==> config.mk <==
export PLATFORM = sky130hd
export DESIGN_NAME = pscp_top
export DESIGN_NICKNAME = d
export VERILOG_FILES = /design/src/pscp_pkg.sv /design/src/pscp_top.sv /design/src/pscp_sync.sv /design/src/pscp_buf.sv
export SDC_FILE = /design/constraint.sdc
export NUM_CORES = 1
export LEC_CHECK = 0
export ABC_AREA = 0
export BUFFER_PORTS_ARGS = -buffer_cell sky130_fd_sc_hd__clkbuf_2
export CELL_PAD_IN_SITES_DETAIL_PLACEMENT = 0
export CELL_PAD_IN_SITES_GLOBAL_PLACEMENT = 1
export CORE_MARGIN = 2
export CORE_UTILIZATION = 53
export CTS_BUF_LIST = sky130_fd_sc_hd__clkbuf_8
export DETAILED_ROUTE_END_ITERATION = 12
export GPL_ROUTABILITY_DRIVEN = 0
export PLACE_DENSITY = 0.84
export SLEW_MARGIN = 20
export SYNTH_ARGS = -nofsm -noshare
export SYNTH_HDL_FRONTEND = slang
export SYNTH_SLANG_ARGS = --single-unit
==> constraint.sdc <==
create_clock -name clk_sys -period 5.4 [get_ports clk_sys]
set_clock_uncertainty 0.1 [all_clocks]
set_input_delay 0.54 -clock clk_sys [delete_from_list [all_inputs] [get_ports clk_sys]]
set_output_delay 0.54 -clock clk_sys [all_outputs]
set_load 0.005 [all_outputs]
==> src/pscp_pkg.sv <==
// shared constants and types of the passive serial configuration port
package pscp_pkg;

   localparam int CLK_NS = 40;

   localparam int REQ_TO_LOW_NS = 600;
   localparam int REQ_TO_LOW_CYC = (REQ_TO_LOW_NS / CLK_NS) < 1 ? 1 : (REQ_TO_LOW_NS / CLK_NS);
   localparam int SYNC_LAT_CYC = 4;

   localparam int STATUS_MIN_US = 268;
   localparam int STATUS_MIN_CYC = (STATUS_MIN_US * 1000 + CLK_NS - 1) / CLK_NS;
   localparam int STATUS_MAX_US = 1506;
   localparam int STATUS_MAX_CYC = (STATUS_MAX_US * 1000) / CLK_NS;

   localparam int INIT_MIN_US = 175;
   localparam int INIT_MIN_CYC = (INIT_MIN_US * 1000 + CLK_NS - 1) / CLK_NS;
   localparam int INIT_MAX_US = 437;
   localparam int INIT_MAX_CYC = (INIT_MAX_US * 1000) / CLK_NS;

   localparam int SCK_MIN_PERIOD_NS = 8;
   localparam int USR_WAIT_PERIODS = 4;
   localparam int USR_WAIT_NS = USR_WAIT_PERIODS * SCK_MIN_PERIOD_NS;
   localparam int USR_WAIT_CYC = (USR_WAIT_NS + CLK_NS - 1) / CLK_NS < 1 ? 1 : (USR_WAIT_NS + CLK_NS - 1) / CLK_NS;
   localparam int USR_INIT_CYCLES = 8576;
   localparam int SCK_INIT_FALLS = 2;

   localparam int CNT_W = 16;

   localparam int OPT_INIT_PIN_EN = 0;
   localparam int OPT_SRC_LO = 1;
   localparam int OPT_USER_IO = 3;
   localparam int OPT_W = 4;

   localparam logic [1:0] SRC_SCK = 2'h0;
   localparam logic [1:0] SRC_OSC = 2'h1;
   localparam logic [1:0] SRC_USR = 2'h2;

   typedef enum logic [6:0] {
      PSCP_POR = 7'h01,
      PSCP_CLEAR = 7'h02,
      PSCP_WAIT = 7'h04,
      PSCP_LOAD = 7'h08,
      PSCP_INIT = 7'h10,
      PSCP_USER = 7'h20,
      PSCP_ERR = 7'h40
   } pscp_state_t;

   typedef struct packed {
      logic status_out;
      logic status_oe;
      logic done_out;
      logic done_oe;
      logic init_out;
      logic init_oe;
   } pscp_pins_t;

   typedef struct packed {
      logic reconfig_n;
      logic status_n;
      logic done;
      logic sck;
      logic sbit;
      logic usr;
   } pscp_inputs_t;

endpackage

==> src/pscp_top.sv <==
// device side of the passive serial configuration port
`timescale 1ns/100ps
module pscp_top #(
   parameter int WORD_W = 8,
   parameter int NUM_WORDS = 16,
   parameter int STATUS_LOW_CYC = pscp_pkg::STATUS_MIN_CYC,
   parameter int INIT_OSC_CYC = pscp_pkg::INIT_MIN_CYC,
   parameter int USR_INIT_CYC = pscp_pkg::USR_INIT_CYCLES
) (
   input wire logic clk_sys,
   input wire logic reset,
   input wire logic reconfig_request_line_n,
   input wire logic device_status_line_n_in,
   output logic device_status_line_n_out,
   output logic device_status_line_n_oe,
   input wire logic configuration_done_line_in,
   output logic configuration_done_line_out,
   output logic configuration_done_line_oe,
   output logic init_complete_line_n_out,
   output logic init_complete_line_n_oe,
   input wire logic serial_config_clock,
   input wire logic serial_config_bit,
   input wire logic user_init_clock,
   output logic [WORD_W-1:0] cfg_data,
   output logic cfg_valid,
   input wire logic cfg_ready,
   output logic user_mode,
   output logic user_io_enable,
   output logic user_io_bit,
   output logic config_error
);

   localparam int BIT_W = $clog2(WORD_W + 1);
   localparam int WRD_W = $clog2(NUM_WORDS + 1);

   generate
      if (WORD_W < pscp_pkg::OPT_W || NUM_WORDS < 1) begin : g_bad_size
         $error("word width or word count too small");
      end
      if (STATUS_LOW_CYC < 1 || STATUS_LOW_CYC > pscp_pkg::STATUS_MAX_CYC) begin : g_bad_status
         $error("status low count out of range");
      end
      if (INIT_OSC_CYC < 1 || INIT_OSC_CYC > pscp_pkg::INIT_MAX_CYC) begin : g_bad_osc
         $error("oscillator init count out of range");
      end
      if (USR_INIT_CYC < 1 || USR_INIT_CYC + pscp_pkg::USR_WAIT_CYC >= 2 ** pscp_pkg::CNT_W) begin : g_bad_usr
         $error("user clock init count out of range");
      end
      if (pscp_pkg::SYNC_LAT_CYC > pscp_pkg::REQ_TO_LOW_CYC) begin : g_bad_lat
         $error("request response too slow");
      end
      // the shared counter must reach the longest documented delay
      if (pscp_pkg::STATUS_MAX_CYC >= 2 ** pscp_pkg::CNT_W || pscp_pkg::INIT_MAX_CYC >= 2 ** pscp_pkg::CNT_W) begin : g_bad_cnt
         $error("counter too narrow for the longest delay");
      end
      if (pscp_pkg::OPT_USER_IO >= pscp_pkg::OPT_W || pscp_pkg::OPT_SRC_LO + 1 >= pscp_pkg::OPT_W) begin : g_bad_opt
         $error("option field outside the option bits");
      end
      if (pscp_pkg::SCK_INIT_FALLS < 1) begin : g_bad_falls
         $error("serial clock init needs at least one fall");
      end
   endgenerate

   typedef struct packed {
      pscp_pkg::pscp_state_t st;
      logic [pscp_pkg::CNT_W-1:0] cnt;
      logic [WORD_W-1:0] shreg;
      logic [BIT_W-1:0] bitcnt;
      logic [WRD_W-1:0] wordcnt;
      logic sck_prev;
      logic usr_prev;
      logic armed;
      logic push;
      logic [pscp_pkg::OPT_W-1:0] opt;
      pscp_pkg::pscp_pins_t pins;
      logic user_mode;
      logic user_io_enable;
      logic user_io_bit;
      logic error;
   } pscp_top_state_t;

   pscp_top_state_t s;
   pscp_top_state_t next_s;
   pscp_pkg::pscp_inputs_t raw_in;
   pscp_pkg::pscp_inputs_t syn;
   logic buf_in_ready;
   logic sck_rise;
   logic sck_fall;
   logic usr_rise;

   assign raw_in.reconfig_n = reconfig_request_line_n;
   assign raw_in.status_n = device_status_line_n_in;
   assign raw_in.done = configuration_done_line_in;
   assign raw_in.sck = serial_config_clock;
   assign raw_in.sbit = serial_config_bit;
   assign raw_in.usr = user_init_clock;

   // every pin passes two flops; the request copy resets low, which the
   // power-on delay ignores
   pscp_sync #(
      .W($bits(pscp_pkg::pscp_inputs_t))
   ) u_sync (
      .clk_sys(clk_sys),
      .reset(reset),
      .async_in(raw_in),
      .sync_out(syn)
   );

   pscp_buf #(
      .W(WORD_W)
   ) u_buf (
      .clk_sys(clk_sys),
      .reset(reset),
      .in_valid(s.push),
      .in_data(s.shreg),
      .in_ready(buf_in_ready),
      .out_valid(cfg_valid),
      .out_data(cfg_data),
      .out_ready(cfg_ready)
   );

   // edges of the sampled link clocks
   assign sck_rise = syn.sck && !s.sck_prev;
   assign sck_fall = !syn.sck && s.sck_prev;
   assign usr_rise = syn.usr && !s.usr_prev;

   always_comb begin
      next_s = s;
      next_s.push = 1'b0;
      next_s.sck_prev = syn.sck;
      next_s.usr_prev = syn.usr;
      case (s.st)
         pscp_pkg::PSCP_POR: begin
            // power-on delay with status held low
            next_s.pins.status_oe = 1'b1;
            next_s.pins.done_oe = 1'b1;
            next_s.cnt = s.cnt + 1'b1;
            if (s.cnt >= pscp_pkg::CNT_W'(STATUS_LOW_CYC - 1)) begin
               next_s.st = pscp_pkg::PSCP_WAIT;
               next_s.pins.status_oe = 1'b0;
               next_s.cnt = '0;
            end
         end
         pscp_pkg::PSCP_CLEAR: begin
            next_s.pins.status_oe = 1'b1;
            next_s.pins.done_oe = 1'b1;
            if (s.cnt < pscp_pkg::CNT_W'(STATUS_LOW_CYC - 1)) begin
               next_s.cnt = s.cnt + 1'b1;
            end else if (syn.reconfig_n) begin
               // long request lows stretch the status low time
               next_s.st = pscp_pkg::PSCP_WAIT;
               next_s.pins.status_oe = 1'b0;
               next_s.cnt = '0;
            end
         end
         pscp_pkg::PSCP_WAIT: begin
            // an outside agent may still hold status low
            next_s.pins.status_oe = 1'b0;
            next_s.pins.done_oe = 1'b1;
            if (syn.status_n) begin
               next_s.st = pscp_pkg::PSCP_LOAD;
               next_s.bitcnt = '0;
               next_s.wordcnt = '0;
            end
         end
         pscp_pkg::PSCP_LOAD: begin
            if (sck_rise) begin
               next_s.shreg = {s.shreg[WORD_W-2:0], syn.sbit};
               next_s.bitcnt = s.bitcnt + 1'b1;
               if (s.bitcnt == BIT_W'(WORD_W - 1)) begin
                  next_s.bitcnt = '0;
                  if (!buf_in_ready) begin
                     // a word would be lost: flag the load as failed
                     next_s.st = pscp_pkg::PSCP_ERR;
                     next_s.error = 1'b1;
                     next_s.pins.status_oe = 1'b1;
                  end else begin
                     next_s.push = 1'b1;
                     next_s.wordcnt = s.wordcnt + 1'b1;
                     if (s.wordcnt == WRD_W'(NUM_WORDS - 1)) begin
                        // last word carries the option bits
                        next_s.opt = next_s.shreg[pscp_pkg::OPT_W-1:0];
                        next_s.pins.done_oe = 1'b0;
                        next_s.pins.init_oe = next_s.shreg[pscp_pkg::OPT_INIT_PIN_EN];
                        next_s.st = pscp_pkg::PSCP_INIT;
                        next_s.armed = 1'b0;
                        next_s.cnt = '0;
                     end
                  end
               end
            end
         end
         pscp_pkg::PSCP_INIT: begin
            case (s.opt[pscp_pkg::OPT_SRC_LO+:2])
               pscp_pkg::SRC_OSC: begin
                  // internal rate from the system clock
                  if (syn.done) begin
                     next_s.cnt = s.cnt + 1'b1;
                     if (s.cnt >= pscp_pkg::CNT_W'(INIT_OSC_CYC - 1)) begin
                        next_s.st = pscp_pkg::PSCP_USER;
                     end
                  end
               end
               pscp_pkg::SRC_USR: begin
                  if (syn.done) begin
                     if (s.cnt < pscp_pkg::CNT_W'(pscp_pkg::USR_WAIT_CYC)) begin
                        next_s.cnt = s.cnt + 1'b1;
                     end else if (usr_rise) begin
                        next_s.cnt = s.cnt + 1'b1;
                        if (s.cnt >= pscp_pkg::CNT_W'(pscp_pkg::USR_WAIT_CYC + USR_INIT_CYC - 1)) begin
                           next_s.st = pscp_pkg::PSCP_USER;
                        end
                     end
                  end
               end
               default: begin
                  // extra falling edges from the host; the fall that closes
                  // the last data bit comes before any rise and is skipped
                  if (sck_rise) begin
                     next_s.armed = 1'b1;
                  end
                  if (sck_fall && s.armed) begin
                     next_s.cnt = s.cnt + 1'b1;
                     if (s.cnt >= pscp_pkg::CNT_W'(pscp_pkg::SCK_INIT_FALLS - 1)) begin
                        next_s.st = pscp_pkg::PSCP_USER;
                     end
                  end
               end
            endcase
            if (next_s.st == pscp_pkg::PSCP_USER) begin
               next_s.pins.init_oe = 1'b0;
               next_s.user_mode = 1'b1;
               next_s.user_io_enable = s.opt[pscp_pkg::OPT_USER_IO];
            end
         end
         pscp_pkg::PSCP_USER: begin
            // serial clock no longer looked at
            next_s.pins.status_oe = 1'b0;
            next_s.pins.done_oe = 1'b0;
            next_s.pins.init_oe = 1'b0;
            next_s.user_io_bit = s.user_io_enable ? syn.sbit : 1'b0;
         end
         pscp_pkg::PSCP_ERR: begin
            // failed load: hold both lines low until the next request
            next_s.pins.status_oe = 1'b1;
            next_s.pins.done_oe = 1'b1;
            next_s.pins.init_oe = 1'b0;
         end
         default: begin
            next_s.st = pscp_pkg::PSCP_POR;
            next_s.cnt = '0;
         end
      endcase
      // request low aborts every state except the power-on delay and the clear state
      if (!syn.reconfig_n && s.st != pscp_pkg::PSCP_POR && s.st != pscp_pkg::PSCP_CLEAR) begin
         next_s.st = pscp_pkg::PSCP_CLEAR;
         next_s.pins.status_oe = 1'b1;
         next_s.pins.done_oe = 1'b1;
         next_s.pins.init_oe = 1'b0;
         next_s.cnt = '0;
         next_s.bitcnt = '0;
         next_s.wordcnt = '0;
         next_s.armed = 1'b0;
         next_s.push = 1'b0;
         next_s.user_mode = 1'b0;
         next_s.user_io_enable = 1'b0;
         next_s.user_io_bit = 1'b0;
         next_s.error = 1'b0;
      end
   end

   always_ff @(posedge clk_sys or posedge reset) begin
      if (reset) begin
         s <= '0;
         s.st <= pscp_pkg::PSCP_POR;
         s.pins.status_oe <= 1'b1;
         s.pins.done_oe <= 1'b1;
      end else begin
         s <= next_s;
      end
   end

   assign device_status_line_n_out = s.pins.status_out;
   assign device_status_line_n_oe = s.pins.status_oe;
   assign configuration_done_line_out = s.pins.done_out;
   assign configuration_done_line_oe = s.pins.done_oe;
   assign init_complete_line_n_out = s.pins.init_out;
   assign init_complete_line_n_oe = s.pins.init_oe;
   assign user_mode = s.user_mode;
   assign user_io_enable = s.user_io_enable;
   assign user_io_bit = s.user_io_bit;
   assign config_error = s.error;

endmodule

==> src/pscp_sync.sv <==
// two-flop synchronisers, one per input bit
`timescale 1ns/100ps
module pscp_sync #(
   parameter int W = 6
) (
   input wire logic clk_sys,
   input wire logic reset,
   input wire logic [W-1:0] async_in,
   output logic [W-1:0] sync_out
);

   logic [W-1:0] stage1;

   generate
      for (genvar i = 0; i < W; i++) begin : g_bit
         always_ff @(posedge clk_sys or posedge reset) begin
            if (reset) begin
               stage1[i] <= 1'b0;
               sync_out[i] <= 1'b0;
            end else begin
               stage1[i] <= async_in[i];
               sync_out[i] <= stage1[i];
            end
         end
      end
   endgenerate

endmodule

==> src/pscp_buf.sv <==
// two-entry buffer with valid and ready on both sides
`timescale 1ns/100ps
module pscp_buf #(
   parameter int W = 8
) (
   input wire logic clk_sys,
   input wire logic reset,
   input wire logic in_valid,
   input wire logic [W-1:0] in_data,
   output logic in_ready,
   output logic out_valid,
   output logic [W-1:0] out_data,
   input wire logic out_ready
);

   typedef struct packed {
      logic [W-1:0] head;
      logic [W-1:0] tail;
      logic [1:0] cnt;
      logic valid;
   } pscp_buf_state_t;

   pscp_buf_state_t s;
   pscp_buf_state_t next_s;
   logic push;
   logic pop;

   assign in_ready = (s.cnt != 2'h2);
   // valid kept in its own flop so the port comes straight from a register
   assign out_valid = s.valid;
   assign out_data = s.head;
   assign push = in_valid && in_ready;
   assign pop = out_valid && out_ready;

   always_comb begin
      next_s = s;
      case (s.cnt)
         2'h0: begin
            if (push) begin
               next_s.head = in_data;
               next_s.cnt = 2'h1;
            end
         end
         2'h1: begin
            if (push && pop) begin
               next_s.head = in_data;
            end else if (push) begin
               next_s.tail = in_data;
               next_s.cnt = 2'h2;
            end else if (pop) begin
               next_s.cnt = 2'h0;
            end
         end
         default: begin
            if (pop) begin
               next_s.head = s.tail;
               next_s.cnt = 2'h1;
            end
         end
      endcase
      next_s.valid = (next_s.cnt != 2'h0);
   end

   always_ff @(posedge clk_sys or posedge reset) begin
      if (reset) begin
         s <= '0;
      end else begin
         s <= next_s;
      end
   end

endmodule

Word level (Yosys, flattened, before mapping)
Cells that the tools add are included.
{"block": "word_totals", "word_cells": 201, "output_inout_bits": 19, "in_bits": 9, "register_bits": 86}
{"block": "classes", "muxes": 73, "bitwise_logic": 1, "eq_ne": 39, "add_sub_neg": 3, "n_reduce_logical": 46, "order_cmp": 6}
{"cell": "$mux W23", "count": 10}
{"cell": "$pmux W16 S5", "count": 1}
{"cell": "$mux W7", "count": 7}
{"cell": "$mux W16", "count": 3}
{"cell": "$pmux W23 S2", "count": 1}
{"cell": "$pmux W7 S6", "count": 1}
{"cell": "$mux W40", "count": 1}
{"cell": "$ge A16 B13 Y1 const B", "count": 2}
{"cell": "$ne A3 B3 Y1 const B", "count": 10}
{"cell": "$mux W9", "count": 3}
{"cell": "$mux W8", "count": 3}
{"cell": "$mux W1", "count": 21}
{"cell": "$mux W6", "count": 3}
{"cell": "$pmux W9 S2", "count": 1}
{"cell": "$add A16 B1 Y16 const B", "count": 1}
{"cell": "$ge A16 B1 Y1 const B", "count": 1}
{"cell": "$ge A16 B14 Y1 const B", "count": 1}
{"cell": "$lt A16 B1 Y1 const B", "count": 1}
{"cell": "$lt A16 B13 Y1 const B", "count": 1}
{"cell": "$pmux W8 S2", "count": 1}
{"cell": "$mux W5", "count": 3}
{"cell": "$reduce_and A5 Y1", "count": 3}
{"cell": "$eq A7 B6 Y1 const B", "count": 2}
{"cell": "$mux W2", "count": 7}
{"cell": "other kinds (45)", "count": 80}

Depth between registers and ports, before layout
Gate-level depths: netlist (run 1).
{"block": "depth", "word_depth": 11, "mapped_depth": 10, "depth_no_buf": 8}

Modules after synthesis
A second synthesis (run 1) with hierarchy kept.
{"block": "unflattened", "cells_unflattened": 450, "hier_area_um2": 4670.7}
{"module": "pscp_top", "seq_area_each_um2": 1355.0, "instances": 1, "cells_per_inst": 368, "area_each_um2": 3430.8}
{"module": "pscp_buf", "seq_area_each_um2": 475.5, "instances": 1, "cells_per_inst": 69, "area_each_um2": 935.9}
{"module": "pscp_sync", "seq_area_each_um2": 300.3, "instances": 1, "cells_per_inst": 13, "area_each_um2": 304.0}

Least setup slack after synthesis (run 1)
No wires, ideal clock.
{"block": "synth_timing", "kind": "register -> register", "from": "register s[48] (netlist bit)", "to": "register s[39] (netlist bit)", "slack_ns": 2.715, "path_buffers": 2, "required_ns": 5.220, "stages_incl_launch_ff": 9, "arrival_ns": 2.505, "path_cell_list": "dfrtp_1 > buf_6 > or3_4 > or4_4 > o311a_4 > o31ai_4 > nand3b_4 > buf_6 > o22ai_2"}
{"block": "synth_between", "elab_chain_cells": 7}
{"item": "start, declared", "line_no": "pscp_top.sv:82", "text": "pscp_top_state_t s;"}
{"item": "start signal, assigned", "line_no": "pscp_top.sv:279", "text": "s <= next_s;"}
{"item": "$lt A16 B1 Y1", "line_no": "pscp_top.sv:206", "text": "if (s.cnt < pscp_pkg::CNT_W'(pscp_pkg::USR_WAIT_CYC)) begin"}
{"item": "$mux W16", "line_no": "pscp_top.sv:206"}
{"item": "$mux W23", "line_no": "pscp_top.sv:205", "text": "if (syn.done) begin"}
{"item": "$pmux W23 S2", "line_no": "pscp_top.sv:194", "text": "case (s.opt[pscp_pkg::OPT_SRC_LO+:2])"}
{"item": "$mux W23", "line_no": "pscp_top.sv:132", "text": "case (s.st)"}
{"item": "$pmux W16 S5", "line_no": "pscp_top.sv:132"}
{"item": "$mux W23", "line_no": "pscp_top.sv:255", "text": "if (!syn.reconfig_n && s.st != pscp_pkg::PSCP_POR && s.st != pscp_pkg::PSCP_CLEAR) begin"}
Several ways; a longest one is shown, not always the timed one. The select of a mux whose other input is x is not followed.
A chain may end at the register's enable or synchronous reset.

Worst setup path after layout (run 1)
{"block": "layout_timing", "from": "register s[47] (netlist bit)", "to": "register s[44] (netlist bit)"}
The elaborated chain is that of the path after synthesis.

==> results of run 1 <==
worst register-to-register path: cells and delay by family, from the launching register on:
kind	cells	cell delay [ns]
simple gates	3	1.40
compound gates	3	1.35
flops	1	0.51
metrics by stage:
| stage | instance area, µm² | instances | hold slack (ns) | utilization (%) | setup slack (ns) |
|---|---|---|---|---|---|
| 3_3_place_gp | 4770 | 578 | 0.232 | 55.0 | 2.09 |
| 5_1_grt | 4970 | 594 | 0.159 | 57.3 | 1.80 |
| 2_1_floorplan | 4710 | 484 | 0.231 | - | 2.57 |
| 6_report | 4970 | 594 | 0.123 | 57.3 | 1.96 |
| 4_1_cts | 4970 | 594 | 0.138 | 57.3 | 2.00 |
| 3_5_place_dp | 4770 | 578 | 0.235 | 55.0 | 2.01 |
power groups by stage:
stage | registers, mW | clock network, mW | logic [mW]
3_5_place_dp | 0.719 | 0 | 0.108
6_report | 0.706 | 0.453 | 0.106
5_1_grt | 0.714 | 0.490 | 0.125
2_1_floorplan | 0.708 | 0 | 0.111
4_1_cts | 0.707 | 0.467 | 0.109
3_3_place_gp | 0.717 | 0 | 0.107
final timing paths:
path                                         start            endpoint  slack [ns]  depth (start not counted)
max                                          s[47]               s[44]        1.96                          6
max reg2reg                                  s[47]               s[44]        1.96                          6
min in group clk_sys       reconfig_request_line_n    u_sync.stage1[5]        0.18                          1
max in group asynchronous                    reset               s[39]        4.03                          3
min reg2reg                       u_sync.stage1[1]  u_sync.sync_out[1]        0.24                          0
min                                          reset          u_buf.s[2]        0.12                          2
layer usage:
layer  part of all wire [%]  routed length, µm  track usage [%]
met1                     48               4780             32.0
met2                     46               4560             33.8
met3                    4.1                412             3.58
met4                    1.8                180             6.85
met5                      0                  0                0
placed cells by master, fill, tap and decap left out, types with 11 or more instances in the layout:
cell / Yosys / routed
sky130_fd_sc_hd__nor2_1: 24 / 24
sky130_fd_sc_hd__mux2_2: 19 / 19
sky130_fd_sc_hd__inv_1: 19 / 18
sky130_fd_sc_hd__o21ai_0: 20 / 20
sky130_fd_sc_hd__nand4_1: 11 / 11
sky130_fd_sc_hd__dfrtp_1: 82 / 82
sky130_fd_sc_hd__mux2i_1: 11 / 11
sky130_fd_sc_hd__nand2_1: 38 / 38
sky130_fd_sc_hd__a21oi_1: 26 / 26
sky130_fd_sc_hd__nand3_1: 18 / 18
sky130_fd_sc_hd__clkbuf_2: 0 / 24
logic make-up (layout without fill, tap and decap cells):
group | count (synthesis) | in the layout | share of synthesized area (%)
other cells | 1 | 3 | 0.0798
fa+ha+maj | 9 | 9 | 2.39
flops | 85 | 85 | 45.3
buf+inv | 60 | 62 | 6.12
mux | 30 | 30 | 6.89
xor+xnor | 4 | 4 | 0.745
compound gates | 132 | 132 | 19.7
simple gates | 161 | 161 | 18.7
registers in the layout, summed over array words and instances, names as in the netlist:
signal / flops
config_error: 1
configuration_done_line_oe: 1
device_status_line_n_oe: 1
init_complete_line_n_oe: 1
s: 47
u_buf.out_data: 8
u_buf.out_valid: 1
u_buf.s: 10
u_sync.stage1: 6
u_sync.sync_out: 6
user_io_bit: 1
user_io_enable: 1
user_mode: 1
cell type report:
class | count | area, µm²
fill | 806 | 3710
clock inverter | 7 | 76.3
tap | 108 | 135
multi-input combinational | 339 | 2290
timing repair buffer | 27 | 143
sequential | 85 | 2130
inverter | 19 | 72.6
clock buffer | 9 | 124
==> impl_results.html, run 1 <==
<table>
<tr><th>Metric</th><th>Value</th></tr>
<tr><th colspan="2">Run status</th></tr>
<tr><td>Status</td><td>finished, final reports clean</td></tr>
<tr><th colspan="2">Timing</th></tr>
<tr><td>Setup-failing EPs final</td><td>0</td></tr>
<tr><td>Final-report max-slew violation count</td><td>0</td></tr>
<tr><td>Fmax</td><td>0.291 GHz</td></tr>
<tr><td>Relative max-transition margin</td><td>33.5%</td></tr>
<tr><td>Transition at the pin with the smallest max-transition slack</td><td>0.989 ns</td></tr>
<tr><td>Final hold vios</td><td>0</td></tr>
<tr><td>Setup repair after global routing missed its margin</td><td>false</td></tr>
<tr><td>Crit share post-route</td><td>63.7%</td></tr>
<tr><td>Sum of negative setup slack</td><td>0 ns</td></tr>
<tr><td>Time the final worst path needs with I/O delays and setup</td><td>3.44 ns</td></tr>
<tr><th colspan="2">Global routing</th></tr>
<tr><td>Final global-route overflow total</td><td>0</td></tr>
<tr><td>Largest net degree at the start of global routing</td><td>46</td></tr>
<tr><td>Vias in the first global route</td><td>3464</td></tr>
<tr><td>Combined global-route utilization of all metal layers</td><td>21.9%</td></tr>
<tr><td>Initial antenna violation count</td><td>0</td></tr>
<tr><td>First-pass GRT wire length</td><td>17200 µm</td></tr>
<tr><th colspan="2">Logic synthesis</th></tr>
<tr><td>Dominant synthesized flop cell</td><td>sky130_fd_sc_hd__dfrtp_1</td></tr>
<tr><td>Sequential area share after synthesis</td><td>45.3%</td></tr>
<tr><td>Post-Synthesis Cell Area</td><td>4700 µm²</td></tr>
<tr><td>Mapped Cells</td><td>482</td></tr>
<tr><td>Top-count cell post-synth</td><td>sky130_fd_sc_hd__dfrtp_1</td></tr>
<tr><td>Commonest cells in the netlist</td><td>sky130_fd_sc_hd__dfrtp_1, sky130_fd_sc_hd__nand2_1, sky130_fd_sc_hd__a21oi_1, sky130_fd_sc_hd__clkbuf_1, sky130_fd_sc_hd__nor2_1</td></tr>
<tr><td>Synth top area share</td><td>43.6%</td></tr>
<tr><td>Leading cell types by total area after synthesis</td><td>sky130_fd_sc_hd__dfrtp_1, sky130_fd_sc_hd__mux2_2, sky130_fd_sc_hd__nand2_1</td></tr>
<tr><td>Post-synth EDFFs</td><td>0</td></tr>
<tr><td>Cell type with the highest aggregate area in the netlist</td><td>sky130_fd_sc_hd__dfrtp_1</td></tr>
<tr><td>Number of synthesized register bits</td><td>85</td></tr>
<tr><td>Post-synth ARST share</td><td>100%</td></tr>
<tr><td>Library cells used by synthesis</td><td>63</td></tr>
<tr><td>Total of warnings raised by yosys</td><td>0</td></tr>
<tr><td>Mean instance size in the synthesized netlist</td><td>9.76 µm²</td></tr>
<tr><th colspan="2">Pwr</th></tr>
<tr><td>Fraction of power consumed by sequential logic</td><td>55.8%</td></tr>
<tr><td>PnR Total Power</td><td>1.27 mW</td></tr>
<tr><td>Leakage</td><td>2.11 nW</td></tr>
<tr><td>Reported net switching power</td><td>356 µW</td></tr>
<tr><td>Part of the total power dissipated in combinational logic</td><td>8.4%</td></tr>
<tr><td>Fraction of power spent switching nets</td><td>28.1%</td></tr>
<tr><td>Relative contribution of the clock network to total power</td><td>35.8%</td></tr>
<tr><td>Worst vdd ir</td><td>0.000138 V</td></tr>
<tr><td>Power density over cell area</td><td>254 nW/µm²</td></tr>
<tr><td>Internal cell power</td><td>910 µW</td></tr>
<tr><th colspan="2">Critical path</th></tr>
<tr><td>Worst Path Class, Setup</td><td>reg2reg</td></tr>
<tr><td>Crit path max-delay family</td><td>simple AND/OR/NAND/NOR gates</td></tr>
<tr><td>Sum of buffers and inverters on the critical path</td><td>0</td></tr>
<tr><td>Cell with the largest stage delay on the worst path</td><td>sky130_fd_sc_hd__o31ai_4</td></tr>
<tr><td>Delay of the slowest critical-path stage</td><td>0.63 ns</td></tr>
<tr><td>CP Capture Type</td><td>flop</td></tr>
<tr><td>Series of cell instances along the critical path</td><td>or4_1, or4_4, o311a_4, o31ai_4, nand3b_4, o31ai_1</td></tr>
<tr><td>Required time at the endpoint of the critical path</td><td>5.57 ns</td></tr>
<tr><td>Type of element launching the critical path</td><td>flop</td></tr>
<tr><td>Worst endpoint data arrival time</td><td>3.61 ns</td></tr>
<tr><td>Maximum fanout encountered on the critical timing path</td><td>16</td></tr>
<tr><th colspan="2">Drt</th></tr>
<tr><td>Via density</td><td>6.12</td></tr>
<tr><td>DR WL/cell</td><td>16.7 µm</td></tr>
<tr><td># DRC</td><td>0</td></tr>
<tr><td>Vias</td><td>3638</td></tr>
<tr><td>Count of TritonRoute iterations in the first routing pass</td><td>5</td></tr>
<tr><td>Antenna viol nets, final</td><td>0</td></tr>
<tr><td>Initial detailed-routing violation count</td><td>206</td></tr>
<tr><td>Final routed wirelength across all metal layers</td><td>9930 µm</td></tr>
<tr><th colspan="2">CTS</th></tr>
<tr><td>Post-CTS Hold Buffers</td><td>0</td></tr>
<tr><td>TritonCTS clock tree</td><td>built</td></tr>
<tr><td>Clock network latency to the later pin of the worst-skew pair</td><td>0.37 ns</td></tr>
<tr><td>Setup fix buffers added after clock tree synthesis</td><td>0</td></tr>
<tr><td>Inserted Clock Buffers</td><td>9</td></tr>
<tr><td>Clock net sink count</td><td>85</td></tr>
<tr><td>Root buf cell</td><td>sky130_fd_sc_hd__clkbuf_8</td></tr>
<tr><td>Maximum level of the CTS H-tree</td><td>3</td></tr>
<tr><td>Max Buffers Root-to-Sink</td><td>2</td></tr>
<tr><td>Clock transition at path regs</td><td>0.11 ns</td></tr>
<tr><td># resized after CTS</td><td>0</td></tr>
<tr><th colspan="2">Die</th></tr>
<tr><td>Die Width</td><td>98.2 µm</td></tr>
<tr><td>Die height</td><td>98.2 µm</td></tr>
<tr><td>Number of top-level design ports</td><td>28</td></tr>
<tr><td>Floorplan row count</td><td>34</td></tr>
<tr><td>Initial cell density of the core</td><td>54.2%</td></tr>
<tr><td>Core box area</td><td>8680 µm²</td></tr>
<tr><td>Full die area</td><td>9640 µm²</td></tr>
<tr><th colspan="2">Final layout</th></tr>
<tr><td>Antenna Cells</td><td>0</td></tr>
<tr><td>P&amp;R area growth vs syn</td><td>5.75%</td></tr>
<tr><td>Share of layout cells above drive strength 1</td><td>17.1%</td></tr>
<tr><td>Net total in the final layout</td><td>499</td></tr>
<tr><th colspan="2">Hold path</th></tr>
<tr><td>Worst min-delay path category</td><td>in2async</td></tr>
<tr><th colspan="2">Placement</th></tr>
<tr><td>Buffers on Ports</td><td>24</td></tr>
<tr><td>Final HPWL DP</td><td>6760 µm</td></tr>
<tr><th colspan="2">Run</th></tr>
<tr><td>MaxCap Viol Count</td><td>0</td></tr>
</table>
Note: power is estimated with default switching activity, not from simulation.
==> run 2: changes to the inputs <==
- CORE_UTILIZATION: 53 -> 50
- PLACE_DENSITY: 0.84 -> 0.8
- clock period: 5.4 -> 3.6 ns (I/O delays scaled with it)
==> run 2 against run 1 <==
Effect of this change:
- the run now ends with negative hold slack left
- via count increased by 0.52%
- die area increased by 5.8%
- critical path depth unchanged
==> impl_results.html, run 2 (same netlist as run 1, synthesis figures left out) <==
<table>
<tr><th>Metric</th><th>Value</th></tr>
<tr><th colspan="2">Final layout</th></tr>
<tr><td>Share of the core filled with cells</td><td>55.2%</td></tr>
<tr><td>Max reg flops</td><td>47</td></tr>
<tr><td>Antenna Cells</td><td>0</td></tr>
<tr><td>Commonest non-fill, non-tap cell in the layout</td><td>sky130_fd_sc_hd__dfrtp_1</td></tr>
<tr><td>Most frequent cells in the layout</td><td>sky130_fd_sc_hd__dfrtp_1, sky130_fd_sc_hd__nand2_1, sky130_fd_sc_hd__a21oi_1</td></tr>
<tr><td>Final Cell Area</td><td>5080 µm²</td></tr>
<tr><td>P&amp;R area growth vs syn</td><td>7.96%</td></tr>
<tr><td>Share of layout cells above drive strength 1</td><td>17.7%</td></tr>
<tr><td>Register with the highest flop count</td><td>s</td></tr>
<tr><td>Net total in the final layout</td><td>510</td></tr>
<tr><td>Fill cells</td><td>838</td></tr>
<tr><th colspan="2">CTS</th></tr>
<tr><td>Clock transition at path regs</td><td>0.09 ns</td></tr>
<tr><td>TritonCTS clock tree</td><td>built</td></tr>
<tr><td>Inserted Clock Buffers</td><td>9</td></tr>
<tr><td>Clock network latency to the later pin of the worst-skew pair</td><td>0.36 ns</td></tr>
<tr><td>Clock net sink count</td><td>85</td></tr>
<tr><td># resized after CTS</td><td>0</td></tr>
<tr><td>Maximum level of the CTS H-tree</td><td>3</td></tr>
<tr><td>Root buf cell</td><td>sky130_fd_sc_hd__clkbuf_8</td></tr>
<tr><td>Max Buffers Root-to-Sink</td><td>2</td></tr>
<tr><th colspan="2">Critical path</th></tr>
<tr><td>Length in cells of the worst reg-to-reg path</td><td>6</td></tr>
<tr><td>Cell with the largest stage delay on the worst path</td><td>sky130_fd_sc_hd__or4_1</td></tr>
<tr><td>CP Capture Type</td><td>flop</td></tr>
<tr><td>Instance count on the critical path</td><td>6</td></tr>
<tr><td>R2R Setup Slk</td><td>0.70 ns</td></tr>
<tr><td>Series of cell instances along the critical path</td><td>or4_1, or4_4, o311a_4, o31ai_4, nand3b_4, o31ai_1</td></tr>
<tr><td>Required time at the endpoint of the critical path</td><td>3.76 ns</td></tr>
<tr><td>Worst endpoint data arrival time</td><td>3.07 ns</td></tr>
<tr><td>Delay of the slowest critical-path stage</td><td>0.56 ns</td></tr>
<tr><td>Maximum fanout encountered on the critical timing path</td><td>15</td></tr>
<tr><td>Crit path max-delay family</td><td>simple AND/OR/NAND/NOR gates</td></tr>
<tr><td>Launching point of the worst reg2reg path</td><td>s[47]</td></tr>
<tr><td>Worst Path Class, Setup</td><td>reg2reg</td></tr>
<tr><td>Sum of buffers and inverters on the critical path</td><td>0</td></tr>
<tr><td>Destination of the worst register-to-register timing path</td><td>s[41]</td></tr>
<tr><td>Type of element launching the critical path</td><td>flop</td></tr>
<tr><th colspan="2">Die</th></tr>
<tr><td>Die Width</td><td>101 µm</td></tr>
<tr><td>Core box area</td><td>9200 µm²</td></tr>
<tr><td>Floorplan row count</td><td>35</td></tr>
<tr><td>Initial cell density of the core</td><td>51.1%</td></tr>
<tr><td>Full die area</td><td>10200 µm²</td></tr>
<tr><td>Number of top-level design ports</td><td>28</td></tr>
<tr><td>Die height</td><td>101 µm</td></tr>
<tr><th colspan="2">Global routing</th></tr>
<tr><td>First-pass GRT wire length</td><td>16800 µm</td></tr>
<tr><td>Highest-utilization routing layer at the global route stage</td><td>met1</td></tr>
<tr><td>Combined global-route utilization of all metal layers</td><td>20.9%</td></tr>
<tr><td>Met3 Track Usage GR</td><td>3.81%</td></tr>
<tr><td>Vias in the first global route</td><td>3390</td></tr>
<tr><td>Initial antenna violation count</td><td>0</td></tr>
<tr><td>Final global-route overflow total</td><td>0</td></tr>
<tr><td>Largest net degree at the start of global routing</td><td>50</td></tr>
<tr><td>Met2 track utilization from global routing</td><td>29.6%</td></tr>
<tr><td>Met1 track demand over resource in global routing</td><td>31.0%</td></tr>
<tr><th colspan="2">Run</th></tr>
<tr><td>MaxCap Viol Count</td><td>0</td></tr>
<tr><th colspan="2">Pwr</th></tr>
<tr><td>Worst vdd ir</td><td>0.000191 V</td></tr>
<tr><td>Leakage</td><td>2.16 nW</td></tr>
<tr><td>Power density over cell area</td><td>379 nW/µm²</td></tr>
<tr><th colspan="2">Hold path</th></tr>
<tr><td>Worst min-delay path category</td><td>in2async</td></tr>
<tr><th colspan="2">Timing</th></tr>
<tr><td>Setup repair after global routing missed its margin</td><td>false</td></tr>
<tr><td>Fmax</td><td>0.345 GHz</td></tr>
<tr><td>Final-report max-slew violation count</td><td>0</td></tr>
<tr><td>Relative max-transition margin</td><td>42.0%</td></tr>
<tr><td>Final hold vios</td><td>4</td></tr>
<tr><td>Final hold slack</td><td>-0.00197 ns</td></tr>
<tr><td>Crit share post-route</td><td>80.6%</td></tr>
<tr><td>Transition at the pin with the smallest max-transition slack</td><td>0.861 ns</td></tr>
<tr><td>Setup-failing EPs final</td><td>0</td></tr>
<tr><td>Sum of negative setup slack</td><td>0 ns</td></tr>
<tr><td>Time the final worst path needs with I/O delays and setup</td><td>2.90 ns</td></tr>
<tr><th colspan="2">Placement</th></tr>
<tr><td>Total placed instance area</td><td>4810 µm²</td></tr>
<tr><td>Buffers on Ports</td><td>24</td></tr>
<tr><td>Final HPWL DP</td><td>6960 µm</td></tr>
<tr><th colspan="2">Run status</th></tr>
<tr><td>Status</td><td>finished with violations</td></tr>
<tr><td>Violations in the final reports</td><td>negative hold slack</td></tr>
<tr><th colspan="2">Drt</th></tr>
<tr><td>DR WL/cell</td><td>16.4 µm</td></tr>
<tr><td>Count of TritonRoute iterations in the first routing pass</td><td>4</td></tr>
<tr><td>Vias</td><td>3657</td></tr>
<tr><td>Via density</td><td>6.01</td></tr>
<tr><td># DRC</td><td>0</td></tr>
<tr><td>Initial detailed-routing violation count</td><td>167</td></tr>
<tr><td>Final routed wirelength across all metal layers</td><td>10000 µm</td></tr>
<tr><td>Antenna viol nets, final</td><td>0</td></tr>
</table>
[run 2: repair_timing]
action,4_1_cts,5_1_grt
setup endpoints to repair,0,0
hold endpoints to repair,6,0
hold buffers,6,0
buffers inserted,0,0
[run 2: through the flow]
stage	instances	power (mW)	worst slack (ns)
3_3_place_gp	586	1.24	0.820
5_1_grt	608	2.02	0.618
2_1_floorplan	484	1.23	0.915
3_5_place_dp	586	1.24	0.722
4_1_cts	608	1.95	0.717
6_report	608	1.92	0.698
[run 2: worst max-delay path by stage]
stage	slack, ns	start	end
floorplan	0.91	s[48]	s[39]
global placement	0.82	s[47]	s[40]
detailed placement	0.72	s[47]	s[41]
CTS	0.72	s[47]	s[38]
global route	0.62	s[56]	s[12]
finish	0.70	s[47]	s[41]
[run 2: worst reg2reg max path: stages, from the launching register on]
cell and delay (ns):
sky130_fd_sc_hd__dfrtp_1 0.50, sky130_fd_sc_hd__or4_1 0.57, sky130_fd_sc_hd__or4_4 0.46, sky130_fd_sc_hd__o311a_4 0.39
sky130_fd_sc_hd__o31ai_4 0.24, sky130_fd_sc_hd__nand3b_4 0.24, sky130_fd_sc_hd__o31ai_1 0.31
[run 2: area by class of cell]
| cell class | count | area, µm² | share of cell area (%) |
|---|---|---|---|
| Clock buffer | 9 | 124 | 2.44 |
| Multi-Input combinational cell | 339 | 2290 | 45.1 |
| Sequential cell | 85 | 2130 | 42.0 |
| Tap cell | 111 | 139 | 2.74 |
| Clock inverter | 7 | 78.8 | 1.55 |
| Inverter | 19 | 72.6 | 1.43 |
| Timing Repair Buffer | 38 | 240 | 4.73 |
[run 2: power breakdown]
group | switching [mW] | internal [mW] | total (mW)
logic | 0.0872 | 0.0804 | 0.168
clock network | 0.370 | 0.329 | 0.699
registers | 0.0425 | 1.02 | 1.06
total | 0.500 | 1.42 | 1.92
[run 2: routing by layer]
metal,wire length (µm),vias up
li1,-,1781
met4,284,0
met2,4380,95
met1,4940,1758
met3,395,23
met5,0,-
==> run 3: changes to the inputs <==
- ABC_AREA: 0 -> 1
- CORE_UTILIZATION: 50 -> 47
- PLACE_DENSITY: 0.8 -> 0.79
- clock period: 3.6 -> 2.95 ns (I/O delays scaled with it)
==> run 3 against run 2 <==
Effect of this change:
- global-route usage shrank 0.80 points
- via count grew 4.4%
- non-clock buffer count shrank 3
- register-to-register slack lost 0.29 ns
- sequential share of layout area shrank 0.36 points
- power grew 8.1%
- area after synthesis shrank 1.0%
- highest routed layer unchanged
- the run now ends clean
- clock power grew 22%
- critical path depth grew 8
==> impl_results.html, run 3 <==
<table>
<tr><th>Metric</th><th>Value</th></tr>
<tr><th colspan="2">Logic synthesis</th></tr>
<tr><td>Total of warnings raised by yosys</td><td>0</td></tr>
<tr><td>Cell type with the highest aggregate area in the netlist</td><td>sky130_fd_sc_hd__dfrtp_1</td></tr>
<tr><td>Number of synthesized register bits</td><td>85</td></tr>
<tr><td>Post-synth ARST share</td><td>100%</td></tr>
<tr><td>Dominant synthesized flop cell</td><td>sky130_fd_sc_hd__dfrtp_1</td></tr>
<tr><td>Sequential area share after synthesis</td><td>45.8%</td></tr>
<tr><td>Leading cell types by total area after synthesis</td><td>sky130_fd_sc_hd__dfrtp_1, sky130_fd_sc_hd__nand2_1, sky130_fd_sc_hd__inv_1</td></tr>
<tr><td>Post-synth EDFFs</td><td>0</td></tr>
<tr><td>Library cells used by synthesis</td><td>46</td></tr>
<tr><td>Synth top area share</td><td>44.1%</td></tr>
<tr><td>Mapped Cells</td><td>599</td></tr>
<tr><td>Post-Synthesis Cell Area</td><td>4650 µm²</td></tr>
<tr><td>Commonest cells in the netlist</td><td>sky130_fd_sc_hd__nand2_1, sky130_fd_sc_hd__dfrtp_1, sky130_fd_sc_hd__inv_1, sky130_fd_sc_hd__nor2_1, sky130_fd_sc_hd__o21ai_0</td></tr>
<tr><td>Top-count cell post-synth</td><td>sky130_fd_sc_hd__nand2_1</td></tr>
<tr><td>Mean instance size in the synthesized netlist</td><td>7.77 µm²</td></tr>
<tr><th colspan="2">Global routing</th></tr>
<tr><td>Met3 Track Usage GR</td><td>6.86%</td></tr>
<tr><td>Met2 track utilization from global routing</td><td>30.4%</td></tr>
<tr><td>First-pass GRT wire length</td><td>17200 µm</td></tr>
<tr><td>Initial antenna violation count</td><td>0</td></tr>
<tr><td>Combined global-route utilization of all metal layers</td><td>20.1%</td></tr>
<tr><td>Vias in the first global route</td><td>3637</td></tr>
<tr><td>Largest net degree at the start of global routing</td><td>57</td></tr>
<tr><td>Highest-utilization routing layer at the global route stage</td><td>met2</td></tr>
<tr><td>Final global-route overflow total</td><td>0</td></tr>
<tr><td>Met1 track demand over resource in global routing</td><td>27.4%</td></tr>
<tr><th colspan="2">Placement</th></tr>
<tr><td>Buffers on Ports</td><td>24</td></tr>
<tr><td>Final HPWL DP</td><td>7410 µm</td></tr>
<tr><td>Total instance count after detailed placement</td><td>741</td></tr>
<tr><th colspan="2">CTS</th></tr>
<tr><td>Max Buffers Root-to-Sink</td><td>2</td></tr>
<tr><td>Clock transition at path regs</td><td>0.09 ns</td></tr>
<tr><td>Root buf cell</td><td>sky130_fd_sc_hd__clkbuf_8</td></tr>
<tr><td>Inserted Clock Buffers</td><td>9</td></tr>
<tr><td># resized after CTS</td><td>0</td></tr>
<tr><td>Maximum level of the CTS H-tree</td><td>3</td></tr>
<tr><td>Setup fix buffers added after clock tree synthesis</td><td>0</td></tr>
<tr><td>Clock network latency to the later pin of the worst-skew pair</td><td>0.38 ns</td></tr>
<tr><td>TritonCTS clock tree</td><td>built</td></tr>
<tr><td>Clock net sink count</td><td>85</td></tr>
<tr><th colspan="2">Pwr</th></tr>
<tr><td>PnR Total Power</td><td>2.08 mW</td></tr>
<tr><td>Worst vdd ir</td><td>0.000723 V</td></tr>
<tr><td>Leakage</td><td>2.53 nW</td></tr>
<tr><td>Power density over cell area</td><td>406 nW/µm²</td></tr>
<tr><th colspan="2">Critical path</th></tr>
<tr><td>Worst endpoint data arrival time</td><td>2.75 ns</td></tr>
<tr><td>Instance count on the critical path</td><td>14</td></tr>
<tr><td>Maximum fanout encountered on the critical timing path</td><td>17</td></tr>
<tr><td>Crit path max-delay family</td><td>simple AND/OR/NAND/NOR gates</td></tr>
<tr><td>Cell with the largest stage delay on the worst path</td><td>sky130_fd_sc_hd__dfrtp_1</td></tr>
<tr><td>Sum of buffers and inverters on the critical path</td><td>4</td></tr>
<tr><td>Delay of the slowest critical-path stage</td><td>0.41 ns</td></tr>
<tr><td>Series of cell instances along the critical path</td><td>inv_2, nand3_2, inv_2, nand4_2, nand3_4, nand2_4, inv_2, o21ai_2, inv_2, nor2_2, nand2_2, nor2_4, nand3_1, o21ai_1</td></tr>
<tr><td>Type of element launching the critical path</td><td>flop</td></tr>
<tr><td>Worst Path Class, Setup</td><td>reg2reg</td></tr>
<tr><td>Length in cells of the worst reg-to-reg path</td><td>14</td></tr>
<tr><td>Cell repeated most along the worst path</td><td>sky130_fd_sc_hd__inv_2</td></tr>
<tr><td>CP Capture Type</td><td>flop</td></tr>
<tr><td>Required time at the endpoint of the critical path</td><td>3.16 ns</td></tr>
<tr><th colspan="2">Drt</th></tr>
<tr><td>Antenna viol nets, final</td><td>0</td></tr>
<tr><td>Final routed wirelength across all metal layers</td><td>10100 µm</td></tr>
<tr><td>Vias</td><td>3818</td></tr>
<tr><td>Count of TritonRoute iterations in the first routing pass</td><td>5</td></tr>
<tr><td>Initial detailed-routing violation count</td><td>148</td></tr>
<tr><td># DRC</td><td>0</td></tr>
<tr><td>DR WL/cell</td><td>13.2 µm</td></tr>
<tr><td>Via density</td><td>5.00</td></tr>
<tr><th colspan="2">Final layout</th></tr>
<tr><td>Antenna Cells</td><td>0</td></tr>
<tr><td>Most frequent cells in the layout</td><td>sky130_fd_sc_hd__nand2_1, sky130_fd_sc_hd__dfrtp_1, sky130_fd_sc_hd__inv_1</td></tr>
<tr><td>P&amp;R area growth vs syn</td><td>10.0%</td></tr>
<tr><td>Fill cells</td><td>950</td></tr>
<tr><td>Final std cells w/o fill</td><td>764</td></tr>
<tr><td>Commonest non-fill, non-tap cell in the layout</td><td>sky130_fd_sc_hd__nand2_1</td></tr>
<tr><td>Max reg flops</td><td>47</td></tr>
<tr><td>Net total in the final layout</td><td>644</td></tr>
<tr><td>Share of the core filled with cells</td><td>52.9%</td></tr>
<tr><td>Share of layout cells above drive strength 1</td><td>11.7%</td></tr>
<tr><td>Register with the highest flop count</td><td>s</td></tr>
<tr><th colspan="2">Timing</th></tr>
<tr><td>Crit share post-route</td><td>86.2%</td></tr>
<tr><td>Sum of negative setup slack</td><td>0 ns</td></tr>
<tr><td>Relative max-transition margin</td><td>56.3%</td></tr>
<tr><td>Time the final worst path needs with I/O delays and setup</td><td>2.54 ns</td></tr>
<tr><td>Transition at the pin with the smallest max-transition slack</td><td>0.651 ns</td></tr>
<tr><td>Final-report max-slew violation count</td><td>0</td></tr>
<tr><td>Setup repair after global routing missed its margin</td><td>false</td></tr>
<tr><td>Final hold vios</td><td>0</td></tr>
<tr><td>Fmax</td><td>0.393 GHz</td></tr>
<tr><td>Final hold slack</td><td>0.138 ns</td></tr>
<tr><td>Setup-failing EPs final</td><td>0</td></tr>
<tr><th colspan="2">Die</th></tr>
<tr><td>Number of top-level design ports</td><td>28</td></tr>
<tr><td>Core box area</td><td>9680 µm²</td></tr>
<tr><td>Full die area</td><td>10700 µm²</td></tr>
<tr><td>Die Width</td><td>104 µm</td></tr>
<tr><td>Initial cell density of the core</td><td>48.1%</td></tr>
<tr><td>Die height</td><td>104 µm</td></tr>
<tr><td>Floorplan row count</td><td>36</td></tr>
<tr><th colspan="2">Run status</th></tr>
<tr><td>Status</td><td>finished, final reports clean</td></tr>
<tr><th colspan="2">Hold path</th></tr>
<tr><td>Worst min-delay path category</td><td>in2reg</td></tr>
<tr><td>Worst hold path cell count</td><td>4</td></tr>
<tr><th colspan="2">Run</th></tr>
<tr><td>MaxCap Viol Count</td><td>0</td></tr>
</table>
## run 3: cell count changes after synthesis, moves of 11 or more
cell	delta
sky130_fd_sc_hd__mux2i_1	-11
sky130_fd_sc_hd__nand3_1	+23
sky130_fd_sc_hd__nand2_1	+108
sky130_fd_sc_hd__inv_1	+62
sky130_fd_sc_hd__nor2_1	+31
sky130_fd_sc_hd__o21ai_0	+25
sky130_fd_sc_hd__mux2_2	-19
sky130_fd_sc_hd__clkbuf_1	-19
## run 3: stage by stage
step           setup WS (ns)  instance area [µm²]
2_1_floorplan          0.366                 4660
3_3_place_gp           0.444                 4850
3_5_place_dp           0.444                 4850
4_1_cts                0.409                 5120
5_1_grt                0.150                 5120
6_report               0.407                 5120
## run 3: final timing paths
kind / from / end / slack (ns)
setup / recovery: s[56] / s[39] / 0.41
hold / removal: cfg_ready / u_buf.s[2] / 0.14
setup reg to reg: s[56] / s[39] / 0.41
hold reg to reg: u_sync.stage1[3] / u_sync.sync_out[3] / 0.26
max in group asynchronous: reset / configuration_done_line_oe / 1.66
min in group asynchronous: reset / s[37] / 0.38
## run 3: repair_timing
action / CTS / global route
hold buffers: 7 / 0
setup endpoints to repair: 0 / 0
hold endpoints to repair: 34 / 0
## run 3: final cells by class
| type | count | area, µm² | share of cell area, % |
|---|---|---|---|
| Multi-Input combinational cell | 403 | 2040 | 39.9 |
| Inverter | 92 | 349 | 6.82 |
| Clock inverter | 7 | 72.6 | 1.42 |
| Timing Repair Buffer | 35 | 233 | 4.55 |
| Tap cell | 133 | 166 | 3.25 |
| Sequential cell | 85 | 2130 | 41.6 |
| Clock buffer | 9 | 124 | 2.42 |
## run 3: logic make-up (layout without fill, tap and decap cells)
group | after synthesis | in the layout | synth area share, %
xor+xnor | 11 | 11 | 2.07
fa+ha+maj | 9 | 9 | 2.42
buf+inv | 113 | 143 | 10.5
compound gates | 94 | 94 | 11.4
simple gates | 286 | 286 | 27.8
flops | 85 | 85 | 45.8
other cells | 1 | 3 | 0.0806
## run 3: layer usage
metal	up-vias	wire, µm
met4	0	156
met2	72	4550
li1	1975	-
met3	11	546
met5	-	0
met1	1760	4850
## run 3: worst min-delay path: cells and delay by family
family / cells / cell delay, ns
simple gates: 2 / 0.13
buf+inv: 1 / 0.08
compound gates: 1 / 0.08
## run 3: report_power, final
group          total, mW  switching (mW)  internal [mW]
sequential          1.18         0.00503           1.17
clock              0.854           0.458          0.396
combinational     0.0476          0.0325         0.0151
total               2.08           0.496           1.58
